## src/design/cqcce_pkg.sv

```systemverilog
// package for the line B control and line A error flag registers
// assumes one 50 MHz clock and an 8-bit register port decoded elsewhere
package cqcce_pkg;
	// register offsets on the register port
	localparam logic [4:0] OFS_LINE_B_CONTROL = 5'h07;
	localparam logic [4:0] OFS_LINE_A_ERROR_FLAGS = 5'h08;
	// reset values
	localparam logic [7:0] RST_LINE_B_CONTROL = 8'h00;
	localparam logic [7:0] RST_LINE_A_ERROR_FLAGS = 8'h00;
	// line_b_control field positions
	localparam int BIT_BAUD_RATE_B_HIGH = 7;
	localparam int BIT_BAUD_RATE_B_LOW = 6;
	localparam int BIT_AUTO_WAKEUP_SEQ_B = 5;
	localparam int BIT_MANUAL_WAKE_PULSE_B = 4;
	localparam int BIT_TX_QUEUE_CLEAR_B = 3;
	localparam int BIT_RX_QUEUE_CLEAR_B = 2;
	localparam int BIT_CYCLE_TIMER_ARM_B = 1;
	localparam int BIT_SEND_MASTER_MSG_B = 0;
	// line_a_error_flags field positions
	localparam int BIT_TX_FAIL_FLAG_A = 7;
	localparam int BIT_TX_CYCLE_EMPTY_FLAG_A = 6;
	localparam int BIT_RX_SUM_FLAG_A = 3;
	localparam int BIT_RX_LENGTH_FLAG_A = 2;
	localparam int BIT_RX_FRAMING_FLAG_A = 1;
	localparam int BIT_RX_PARITY_FLAG_A = 0;
	// baud-rate field codes
	localparam logic [1:0] BAUD_DETECT_FAIL = 2'h0;
	localparam logic [1:0] BAUD_4K8 = 2'h1;
	localparam logic [1:0] BAUD_38K4 = 2'h2;
	localparam logic [1:0] BAUD_230K4 = 2'h3;
	// timing
	localparam int CLK_HZ = 50_000_000;
	localparam int WAKE_PULSE_US = 80;
	localparam int WAKE_PULSE_CYC = WAKE_PULSE_US * (CLK_HZ / 1_000_000);
	localparam int WAKE_CNT_W = 12;
	// wake-up sequencer states
	typedef enum logic [1:0] {
		WS_IDLE,
		WS_AUTO_PULSE,
		WS_AUTO_WAIT,
		WS_MANUAL_PULSE
	} cqcce_wake_t;
endpackage : cqcce_pkg

```

## src/design/cqcce_top.sv

```systemverilog
// line B control register with wake-up sequencer, and line A error flags
// assumes all event inputs come from framer logic on clk_sys
`timescale 1ns/1ns
// Operation
// - baud field codes fail, 4.8k, 38.4k, 230.4k
// - successful sequence stores detected baud rate
// - writing bit 5 starts automatic sequence when framer is on
// - success raises wake irq, clears bit 5
// - boost current limit during automatic pulse
// - success makes device period readable
// - failure: irq, clear bit 5, baud zero
// - writing bit 4 fires wake pulse now
// - after manual pulse go to receive
// - bit 4 clears when pulse completes
// - bit 3 empties the transmit queue
// - bit 2 empties the receive queue
// - timer arm arms; send or trigger starts
// - clearing arm stops the timer at once
// - send transmits queue, then back to receive
// - send bit clears itself
// - error flags read-only, zero, clear on read
// - failed line A transmission sets bit 7
// - armed timer, empty queue sets bit 6
// - received length mismatch sets bit 2
// - checksum mismatch sets bit 3
// - parity error sets flag, raises irq
module cqcce_top (
	input wire logic clk_sys,
	input wire logic arst_n,
	input wire logic regWrEn,  // register write strobe
	input wire logic regRdEn,  // register read request
	input wire logic [4:0] regAddr,
	input wire logic [7:0] regWrData,
	output logic regRdReady,  // read request can be taken
	output logic regRdValid,
	input wire logic regRdAck,  // consumer takes the answer
	output logic [7:0] regRdData,
	input wire logic framerOnB,
	input wire logic seqDoneB,  // detection finished pulse
	input wire logic seqOkB,
	input wire logic [1:0] seqRateB,
	input wire logic [7:0] seqPeriodB,
	input wire logic txQueueEmptyB,
	input wire logic triggerCmdB,
	output logic wakePulseB,
	output logic currentBoostB,
	output logic wakeDoneIrq,
	output logic txModeB,
	output logic [7:0] devicePeriodB,
	output logic txQueueClearB,
	output logic rxQueueClearB,
	output logic cycleTimerArmB,
	output logic cycleTimerRunB,
	output logic cycleTimerStartB,
	output logic sendStartB,
	input wire logic [7:0] errEventA,  // direct flag set pulses
	input wire logic cycleArmA,
	input wire logic txStartA,
	input wire logic txQueueEmptyA,
	input wire logic rxDoneA,
	input wire logic [7:0] rxCountA,
	input wire logic [7:0] rxExpectA,
	input wire logic rxMsgDoneA,
	input wire logic [5:0] rxSumCalcA,
	input wire logic [5:0] rxSumRecvA,
	input wire logic rxParityA,
	output logic rxErrIrqA
);
	localparam int WAKE_CNT_W_L = cqcce_pkg::WAKE_CNT_W;  // pulse counter width
	localparam logic [WAKE_CNT_W_L-1:0] WAKE_LAST = WAKE_CNT_W_L'(cqcce_pkg::WAKE_PULSE_CYC - 1);

	// refuse a pulse length the counter cannot hold
	if (cqcce_pkg::WAKE_PULSE_CYC >= (1 << WAKE_CNT_W_L)) begin : g_wakeCntChk
		$error("wake counter too narrow");
	end

	logic wrCtl;  // write hits line_b_control
	logic rdTake;  // read taken by buffer
	logic rdErr;  // flag read taken, clears flags
	logic [7:0] rdWord;
	logic bufInReady;

	assign wrCtl = regWrEn && regAddr == cqcce_pkg::OFS_LINE_B_CONTROL;
	assign rdTake = regRdEn && bufInReady;
	assign rdErr = rdTake && regAddr == cqcce_pkg::OFS_LINE_A_ERROR_FLAGS;

	cqcce_pkg::cqcce_wake_t wake_q, wake_d;  // sequencer state
	logic [WAKE_CNT_W_L-1:0] cnt_q, cnt_d;  // pulse length counter
	logic [1:0] baud_q, baud_d;
	logic [7:0] period_q, period_d;
	logic arm_q, arm_d;
	logic run_q, run_d;
	logic start_q, start_d;
	logic send_q, send_d;
	logic txMode_q, txMode_d;
	logic txClr_q, txClr_d;
	logic rxClr_q, rxClr_d;
	logic irq_q, irq_d;
	logic pulse_q, pulse_d;
	logic boost_q, boost_d;
	logic [7:0] flags_q, flags_d;
	logic [7:0] flagSet;
	logic parIrq_q, parIrq_d;

	// control next state; ones written start actions, zeros written clear the timer arm and load into the baud field
	always_comb begin
		wake_d = wake_q;
		cnt_d = cnt_q;
		baud_d = baud_q;
		period_d = period_q;
		irq_d = 1'b0;
		pulse_d = pulse_q;
		boost_d = boost_q;
		txMode_d = txMode_q;
		arm_d = arm_q;
		send_d = 1'b0;
		txClr_d = 1'b0;
		rxClr_d = 1'b0;
		start_d = 1'b0;
		run_d = run_q;
		if (wrCtl) begin
			baud_d = regWrData[cqcce_pkg::BIT_BAUD_RATE_B_HIGH:cqcce_pkg::BIT_BAUD_RATE_B_LOW];
			arm_d = regWrData[cqcce_pkg::BIT_CYCLE_TIMER_ARM_B];
			txClr_d = regWrData[cqcce_pkg::BIT_TX_QUEUE_CLEAR_B];
			rxClr_d = regWrData[cqcce_pkg::BIT_RX_QUEUE_CLEAR_B];
			send_d = regWrData[cqcce_pkg::BIT_SEND_MASTER_MSG_B];
		end
		// send puts the line in transmit; empty queue hands it back
		if (send_d) begin
			txMode_d = 1'b1;
		end else if (send_q == 1'b0 && txQueueEmptyB && wake_q == cqcce_pkg::WS_IDLE) begin
			txMode_d = 1'b0;
		end
		// timer: start needs the arm already set; a cleared arm wins
		if ((send_d && arm_q) || (triggerCmdB && arm_q)) begin
			start_d = 1'b1;
			run_d = 1'b1;
		end
		if (!arm_d) begin
			start_d = 1'b0;
			run_d = 1'b0;
		end
		unique case (wake_q)
			cqcce_pkg::WS_IDLE: begin
				// automatic sequence has priority when both bits are written with the framer on
				if (wrCtl && regWrData[cqcce_pkg::BIT_AUTO_WAKEUP_SEQ_B] && framerOnB) begin
					wake_d = cqcce_pkg::WS_AUTO_PULSE;
					cnt_d = WAKE_LAST;
					pulse_d = 1'b1;
					boost_d = 1'b1;
					txMode_d = 1'b1;
				end else if (wrCtl && regWrData[cqcce_pkg::BIT_MANUAL_WAKE_PULSE_B]) begin
					wake_d = cqcce_pkg::WS_MANUAL_PULSE;
					cnt_d = WAKE_LAST;
					pulse_d = 1'b1;
					txMode_d = 1'b1;
				end
			end
			cqcce_pkg::WS_AUTO_PULSE: begin
				if (cnt_q == '0) begin
					wake_d = cqcce_pkg::WS_AUTO_WAIT;
					pulse_d = 1'b0;
					boost_d = 1'b0;
					txMode_d = 1'b0;
				end else begin
					cnt_d = cnt_q - 1'b1;
				end
			end
			cqcce_pkg::WS_AUTO_WAIT: begin
				// line-side detection reports; the result beats a software write
				if (seqDoneB) begin
					wake_d = cqcce_pkg::WS_IDLE;
					irq_d = 1'b1;
					if (seqOkB) begin
						baud_d = seqRateB;
						period_d = seqPeriodB;
					end else begin
						baud_d = cqcce_pkg::BAUD_DETECT_FAIL;
					end
				end
			end
			cqcce_pkg::WS_MANUAL_PULSE: begin
				if (cnt_q == '0) begin
					wake_d = cqcce_pkg::WS_IDLE;
					pulse_d = 1'b0;
					txMode_d = 1'b0;
				end else begin
					cnt_d = cnt_q - 1'b1;
				end
			end
		endcase
	end

	// control registers
	always_ff @(posedge clk_sys or negedge arst_n) begin
		if (!arst_n) begin
			wake_q <= cqcce_pkg::WS_IDLE;
			cnt_q <= '0;
			baud_q <= cqcce_pkg::RST_LINE_B_CONTROL[7:6];
			period_q <= 8'h00;
			arm_q <= 1'b0;
			run_q <= 1'b0;
			start_q <= 1'b0;
			send_q <= 1'b0;
			txMode_q <= 1'b0;
			txClr_q <= 1'b0;
			rxClr_q <= 1'b0;
			irq_q <= 1'b0;
			pulse_q <= 1'b0;
			boost_q <= 1'b0;
		end else begin
			wake_q <= wake_d;
			cnt_q <= cnt_d;
			baud_q <= baud_d;
			period_q <= period_d;
			arm_q <= arm_d;
			run_q <= run_d;
			start_q <= start_d;
			send_q <= send_d;
			txMode_q <= txMode_d;
			txClr_q <= txClr_d;
			rxClr_q <= rxClr_d;
			irq_q <= irq_d;
			pulse_q <= pulse_d;
			boost_q <= boost_d;
		end
	end

	// error flag sources on line A
	always_comb begin
		flagSet = errEventA;
		if (txStartA && cycleArmA && txQueueEmptyA) begin
			flagSet[cqcce_pkg::BIT_TX_CYCLE_EMPTY_FLAG_A] = 1'b1;
		end
		if (rxDoneA && rxCountA != rxExpectA) begin
			flagSet[cqcce_pkg::BIT_RX_LENGTH_FLAG_A] = 1'b1;
		end
		if (rxMsgDoneA && rxSumCalcA != rxSumRecvA) begin
			flagSet[cqcce_pkg::BIT_RX_SUM_FLAG_A] = 1'b1;
		end
		if (rxParityA) begin
			flagSet[cqcce_pkg::BIT_RX_PARITY_FLAG_A] = 1'b1;
		end
		// a set in the clearing read's cycle survives the clear
		flags_d = (rdErr ? 8'h00 : flags_q) | flagSet;
		parIrq_d = rxParityA;
	end

	// flag registers; writes never reach them
	always_ff @(posedge clk_sys or negedge arst_n) begin
		if (!arst_n) begin
			flags_q <= cqcce_pkg::RST_LINE_A_ERROR_FLAGS;
			parIrq_q <= 1'b0;
		end else begin
			flags_q <= flags_d;
			parIrq_q <= parIrq_d;
		end
	end

	// read mux; unmapped offsets answer zero
	always_comb begin
		rdWord = 8'h00;
		if (regAddr == cqcce_pkg::OFS_LINE_B_CONTROL) begin
			rdWord = {baud_q, wake_q == cqcce_pkg::WS_AUTO_PULSE || wake_q == cqcce_pkg::WS_AUTO_WAIT,
				wake_q == cqcce_pkg::WS_MANUAL_PULSE, txClr_q, rxClr_q, arm_q, send_q};
		end else if (regAddr == cqcce_pkg::OFS_LINE_A_ERROR_FLAGS) begin
			rdWord = flags_q;
		end
	end

	// answers queue here so a stalled consumer loses none
	cqcce_buf #(.WIDTH(8), .DEPTH(2)) u_rdBuf (
		.clk_sys(clk_sys),
		.arst_n(arst_n),
		.inValid(regRdEn),
		.inReady(bufInReady),
		.inData(rdWord),
		.outValid(regRdValid),
		.outReady(regRdAck),
		.outData(regRdData)
	);

	assign regRdReady = bufInReady;
	assign wakePulseB = pulse_q;
	assign currentBoostB = boost_q;
	assign wakeDoneIrq = irq_q;
	assign txModeB = txMode_q;
	assign devicePeriodB = period_q;
	assign txQueueClearB = txClr_q;
	assign rxQueueClearB = rxClr_q;
	assign cycleTimerArmB = arm_q;
	assign cycleTimerRunB = run_q;
	assign cycleTimerStartB = start_q;
	assign sendStartB = send_q;
	assign rxErrIrqA = parIrq_q;
endmodule : cqcce_top

```

## src/design/cqcce_buf.sv

```systemverilog
// small shift buffer carrying register read answers
// assumes producer and consumer on the same clock
`timescale 1ns/1ns
module cqcce_buf #(
	parameter int WIDTH = 8,
	parameter int DEPTH = 2
) (
	input wire logic clk_sys,
	input wire logic arst_n,
	input wire logic inValid,
	output logic inReady,
	input wire logic [WIDTH-1:0] inData,
	output logic outValid,
	input wire logic outReady,
	output logic [WIDTH-1:0] outData
);
	// head sits in entry 0 so outputs come straight from flops
	if (DEPTH < 2 || WIDTH < 1) begin : g_paramChk
		$error("cqcce_buf needs DEPTH >= 2 and WIDTH >= 1");
	end

	logic [WIDTH-1:0] mem_q [DEPTH];  // entries
	logic [WIDTH-1:0] mem_d [DEPTH];
	logic [DEPTH-1:0] vld_q;  // one valid per entry
	logic [DEPTH-1:0] vld_d;
	logic push;
	logic pop;
	logic placed;

	// ready is the last entry's emptiness: honest, no push-through when full
	assign push = inValid && !vld_q[DEPTH-1];
	assign pop = vld_q[0] && outReady;
	assign inReady = !vld_q[DEPTH-1];
	assign outValid = vld_q[0];
	assign outData = mem_q[0];

	// shift toward the head, then fill the first free slot
	always_comb begin
		placed = 1'b0;
		mem_d = mem_q;
		vld_d = vld_q;
		if (pop) begin
			for (int i = 0; i < DEPTH - 1; i++) begin
				mem_d[i] = mem_q[i + 1];
				vld_d[i] = vld_q[i + 1];
			end
			vld_d[DEPTH-1] = 1'b0;
		end
		for (int i = 0; i < DEPTH; i++) begin
			if (push && !placed && !vld_d[i]) begin
				mem_d[i] = inData;
				vld_d[i] = 1'b1;
				placed = 1'b1;
			end
		end
	end

	// storage registers
	always_ff @(posedge clk_sys or negedge arst_n) begin
		if (!arst_n) begin
			vld_q <= '0;
			for (int i = 0; i < DEPTH; i++) begin
				mem_q[i] <= '0;
			end
		end else begin
			vld_q <= vld_d;
			mem_q <= mem_d;
		end
	end
endmodule : cqcce_buf

```

## config.mk

```make
export PLATFORM = sky130hd
export DESIGN_NAME = cqcce_top
export DESIGN_NICKNAME = d
export VERILOG_FILES = /design/src/design/cqcce_pkg.sv /design/src/design/cqcce_top.sv /design/src/design/cqcce_buf.sv
export SDC_FILE = /design/constraint.sdc
export NUM_CORES = 1
export LEC_CHECK = 0
export BUFFER_PORTS_ARGS = -buffer_cell sky130_fd_sc_hd__buf_2
export CAP_MARGIN = 20
export CELL_PAD_IN_SITES_DETAIL_PLACEMENT = 1
export CELL_PAD_IN_SITES_GLOBAL_PLACEMENT = 2
export CORE_MARGIN = 3
export CORE_UTILIZATION = 31
export DETAILED_ROUTE_END_ITERATION = 10
export GPL_TIMING_DRIVEN = 0
export PLACE_DENSITY_LB_ADDON = 0.1
export SLEW_MARGIN = 20
export SYNTH_ARGS = -nofsm -noshare
export SYNTH_HDL_FRONTEND = slang
export SYNTH_SLANG_ARGS = --single-unit
export TNS_END_PERCENT = 20
```

## constraint.sdc

```tcl
create_clock -name clk_sys -period 2.8 [get_ports clk_sys]
set_input_delay 0.56 -clock clk_sys [delete_from_list [all_inputs] [get_ports clk_sys]]
set_output_delay 0.56 -clock clk_sys [all_outputs]
set_load 0.05 [all_outputs]
```

==> impl_metrics.yaml <==
critical_path:
  cp-start-kind: "input pin"
  r2r-start: "cnt_q[4]"
  required_ps: 3010
  crit_start: "regAddr[3]"
  crit_buf_inv: 1
  arrival_ps: 2560
  critPathSlowestCell: "o31ai_2"
  reg2regPathDepth: 5
  critPathKind: "in -> reg"
  endpoint_kind: "flop"
  rr_endpoint: "wakePulseB"
  path_cells: "buf_2, nand4b_1, o31ai_2, o221ai_2, mux2_2"
  path_delay_family: "compound AO/OA/AOI/OAI gates"
  rrSetupSlack_ps: 540
  cpPeakStageDelay_ps: 920
  path_max_fanout: 10
timing:
  worst_pin_slew_ps: 970
  slew_violations: 0
  fin_crit_sh: 0.841
  max_clock_freq_mhz: 425
  relSlewSlack: 0.349
  hold_violations: 0
  fin_setup_tns_ps: 0
  finClkSkew_ps: 11.1
  rsz0062_at_grt: "false"
  setup_violations: 0
  fin_crit_ps: 2360
placement:
  dp_cells: 536
  gp_congestion: 0.738
  portBuffers: 103
  dp_hpwl_um: 6840
power_and_ir_drop:
  power_frac_clock: 0.207
  switching_share: 0.430
  p_per_area_nw_per_um2: 945
  seq_power_share: 0.329
  leakagePower_nw: 1.86
  comb_power_share: 0.464
  ir_drop_mv: 0.399
  switchingPower_w: 0.00166
  intPower_w: 0.00220
global_routing:
  grt_max_degree: 42
  grt_antenna_before_repair: 0
  grt_use_total: 0.166
  grt_pass1_wl_um: 14900
  grt-ovfl-total: 0
  grt_pass1_vias: 2846
job:
  max_cap_viol_count: 0
logic_synthesis:
  yosysWarnings: 0
  syn_area_sq_um: 3170
  synth_area_leaders: "dfrtp_1 48%, mux2_2 6.8%, xor2_1 3.3%"
  synthCells: 299
  async_flop_share: 1.00
  synth_top_area_frac: 0.482
  synth_seq_cells: 61
  avgSynthCellArea_sq_um: 10.6
  synth_cell_types: 54
  syn-num-nets: 381
  synth_top_area_cell: "dfrtp_1"
  synth_edf_count: 0
  seq_area_frac_synth: 0.482
  ys.flop_type: "dfrtp_1"
cts:
  cts_inserted_buffers: 9
  cts_setup_buffers: 0
  root_buffer: "clkbuf_8"
  cts_tree: "yes"
  hold_buffers: 0
  ctsResizeCount: 0
  clockBufferDepth: 2
  clkTransAtPathRegs_ps: 70
  clk_latency_ps: 330
  clock_sinks: 61
  htree_levels: 3
routing:
  ant_nets: 0
  wl_um: 9040
  via_count: 2701
  firstDrtPassIters: 4
  drtIter0Drc: 79
  wl_per_cell_um: 16.4
  vias_per_cell: 4.90
  drcViolationCount: 0
cells_and_area:
  fin_nets: 496
  seq_area_sq_um: 1530
  syn_to_final_growth_pct: 29.0
  final_cell_mix: "102 x buf_2, 61 x dfrtp_1, 22 x nor2_1"
  diodes: 0
  fillers: 1146
  final_common_cell: "buf_2"
  multi_input_area_sq_um: 1500
  instances_no_fill: 551
  drive_above_1_share: 0.383
run_status:
  status: "completed"
floorplanning:
  fp.dieW_um: 107
  rows: 36
  die_h_um: 107
  initial_core_util: 0.321
  core_area_sq_um: 9860
  dieArea_sq_um: 11500
  num_io_pins: 104
min_path:
  min_path_type: "in -> async"
==> power by group through the flow <==
stage / combinational (W) / sequential, W / clock [W]
after floorplan: 0.00104 / 0.00156 / 0
after global placement: 0.00177 / 0.00128 / 0
after detailed placement: 0.00180 / 0.00129 / 0
after CTS: 0.00181 / 0.00127 / 0.000830
after global routing: 0.00198 / 0.00131 / 0.000865
final: 0.00179 / 0.00127 / 0.000802
==> sequential cells by signal, indices dropped and copies added (netlist names), 2 cells and up <==
| signal | count |
|---|---|
| cnt_q | 12 |
| devicePeriodB | 8 |
| u_rdBuf.outData | 8 |
| u_rdBuf.mem_q | 8 |
| wake_q | 2 |
| flags_q | 8 |
| baud_q | 2 |
| u_rdBuf.vld_q | 2 |
==> synth_stat cells (6+ instances only) <==
| cell | number |
|---|---|
| a21o_1 | 6 |
| a21oi_1 | 13 |
| a22oi_1 | 8 |
| a31oi_1 | 9 |
| buf_4 | 9 |
| dfrtp_1 | 61 |
| ha_1 | 7 |
| inv_1 | 13 |
| mux2_2 | 19 |
| nand2_1 | 21 |
| nand2b_1 | 7 |
| nor2_1 | 22 |
| nor3_1 | 7 |
| nor4_1 | 6 |
| o21ai_0 | 14 |
| xor2_1 | 12 |
==> worst register-to-register path: cells and delay by family (launching register included) <==
kind | cells | cell delay, ps
and+or+nand+nor | 2 | 1040
DFF | 1 | 440
muxes | 1 | 330
buffers and inverters | 1 | 190
AOI/OAI and AO/OA | 1 | 150
==> layer usage <==
metal	global-route usage	wire, um
met1	0.215	4200
met2	0.280	4490
met3	0.0433	300
met4	0.0329	51
met5	0	0
==> logic make-up after synthesis <==
| group | count (synthesis) | share of synthesized area |
|---|---|---|
| flip-flops | 61 | 0.482 |
| AO/OA/AOI/OAI | 78 | 0.180 |
| multiplexers | 23 | 0.0806 |
| adder cells (fa/ha/maj) | 7 | 0.0276 |
| XOR/XNOR | 14 | 0.0387 |
| buffers and inverters | 29 | 0.0474 |
| AND/OR/NAND/NOR | 87 | 0.144 |
==> metrics by stage <==
step	utilization	hold WS (ps)	power, W	area, sq um	setup slack (ps)
floorplan	-	264	0.00260	3170	669
detailed placement	0.393	467	0.00309	3880	77.6
global placement	0.390	459	0.00305	3850	91.1
finish	0.414	117	0.00386	4090	445
CTS	0.413	110	0.00392	4080	443
global route	0.414	115	0.00415	4090	284
==> cell type report <==
| cell class | count | share of cell area |
|---|---|---|
| buffer | 16 | 0.0248 |
| clock buffer | 11 | 0.0370 |
| clock inverter | 4 | 0.0116 |
| inverter | 13 | 0.0119 |
| multi-input combinational | 209 | 0.367 |
| sequential | 61 | 0.373 |
| tap | 133 | 0.0407 |
| timing repair buffer | 104 | 0.133 |
==> worst max path at each step <==
stage | endpoint | slack (ps) | cells after the start
floorplan | wakePulseB | 670 | 5
global placement | cnt_q[6] | 90 | 5
detailed placement | cnt_q[6] | 80 | 5
CTS | wake_q[0] | 440 | 5
global route | cnt_q[6] | 280 | 5
finish | wake_q[0] | 440 | 5
(Power assumes the default switching activity.)
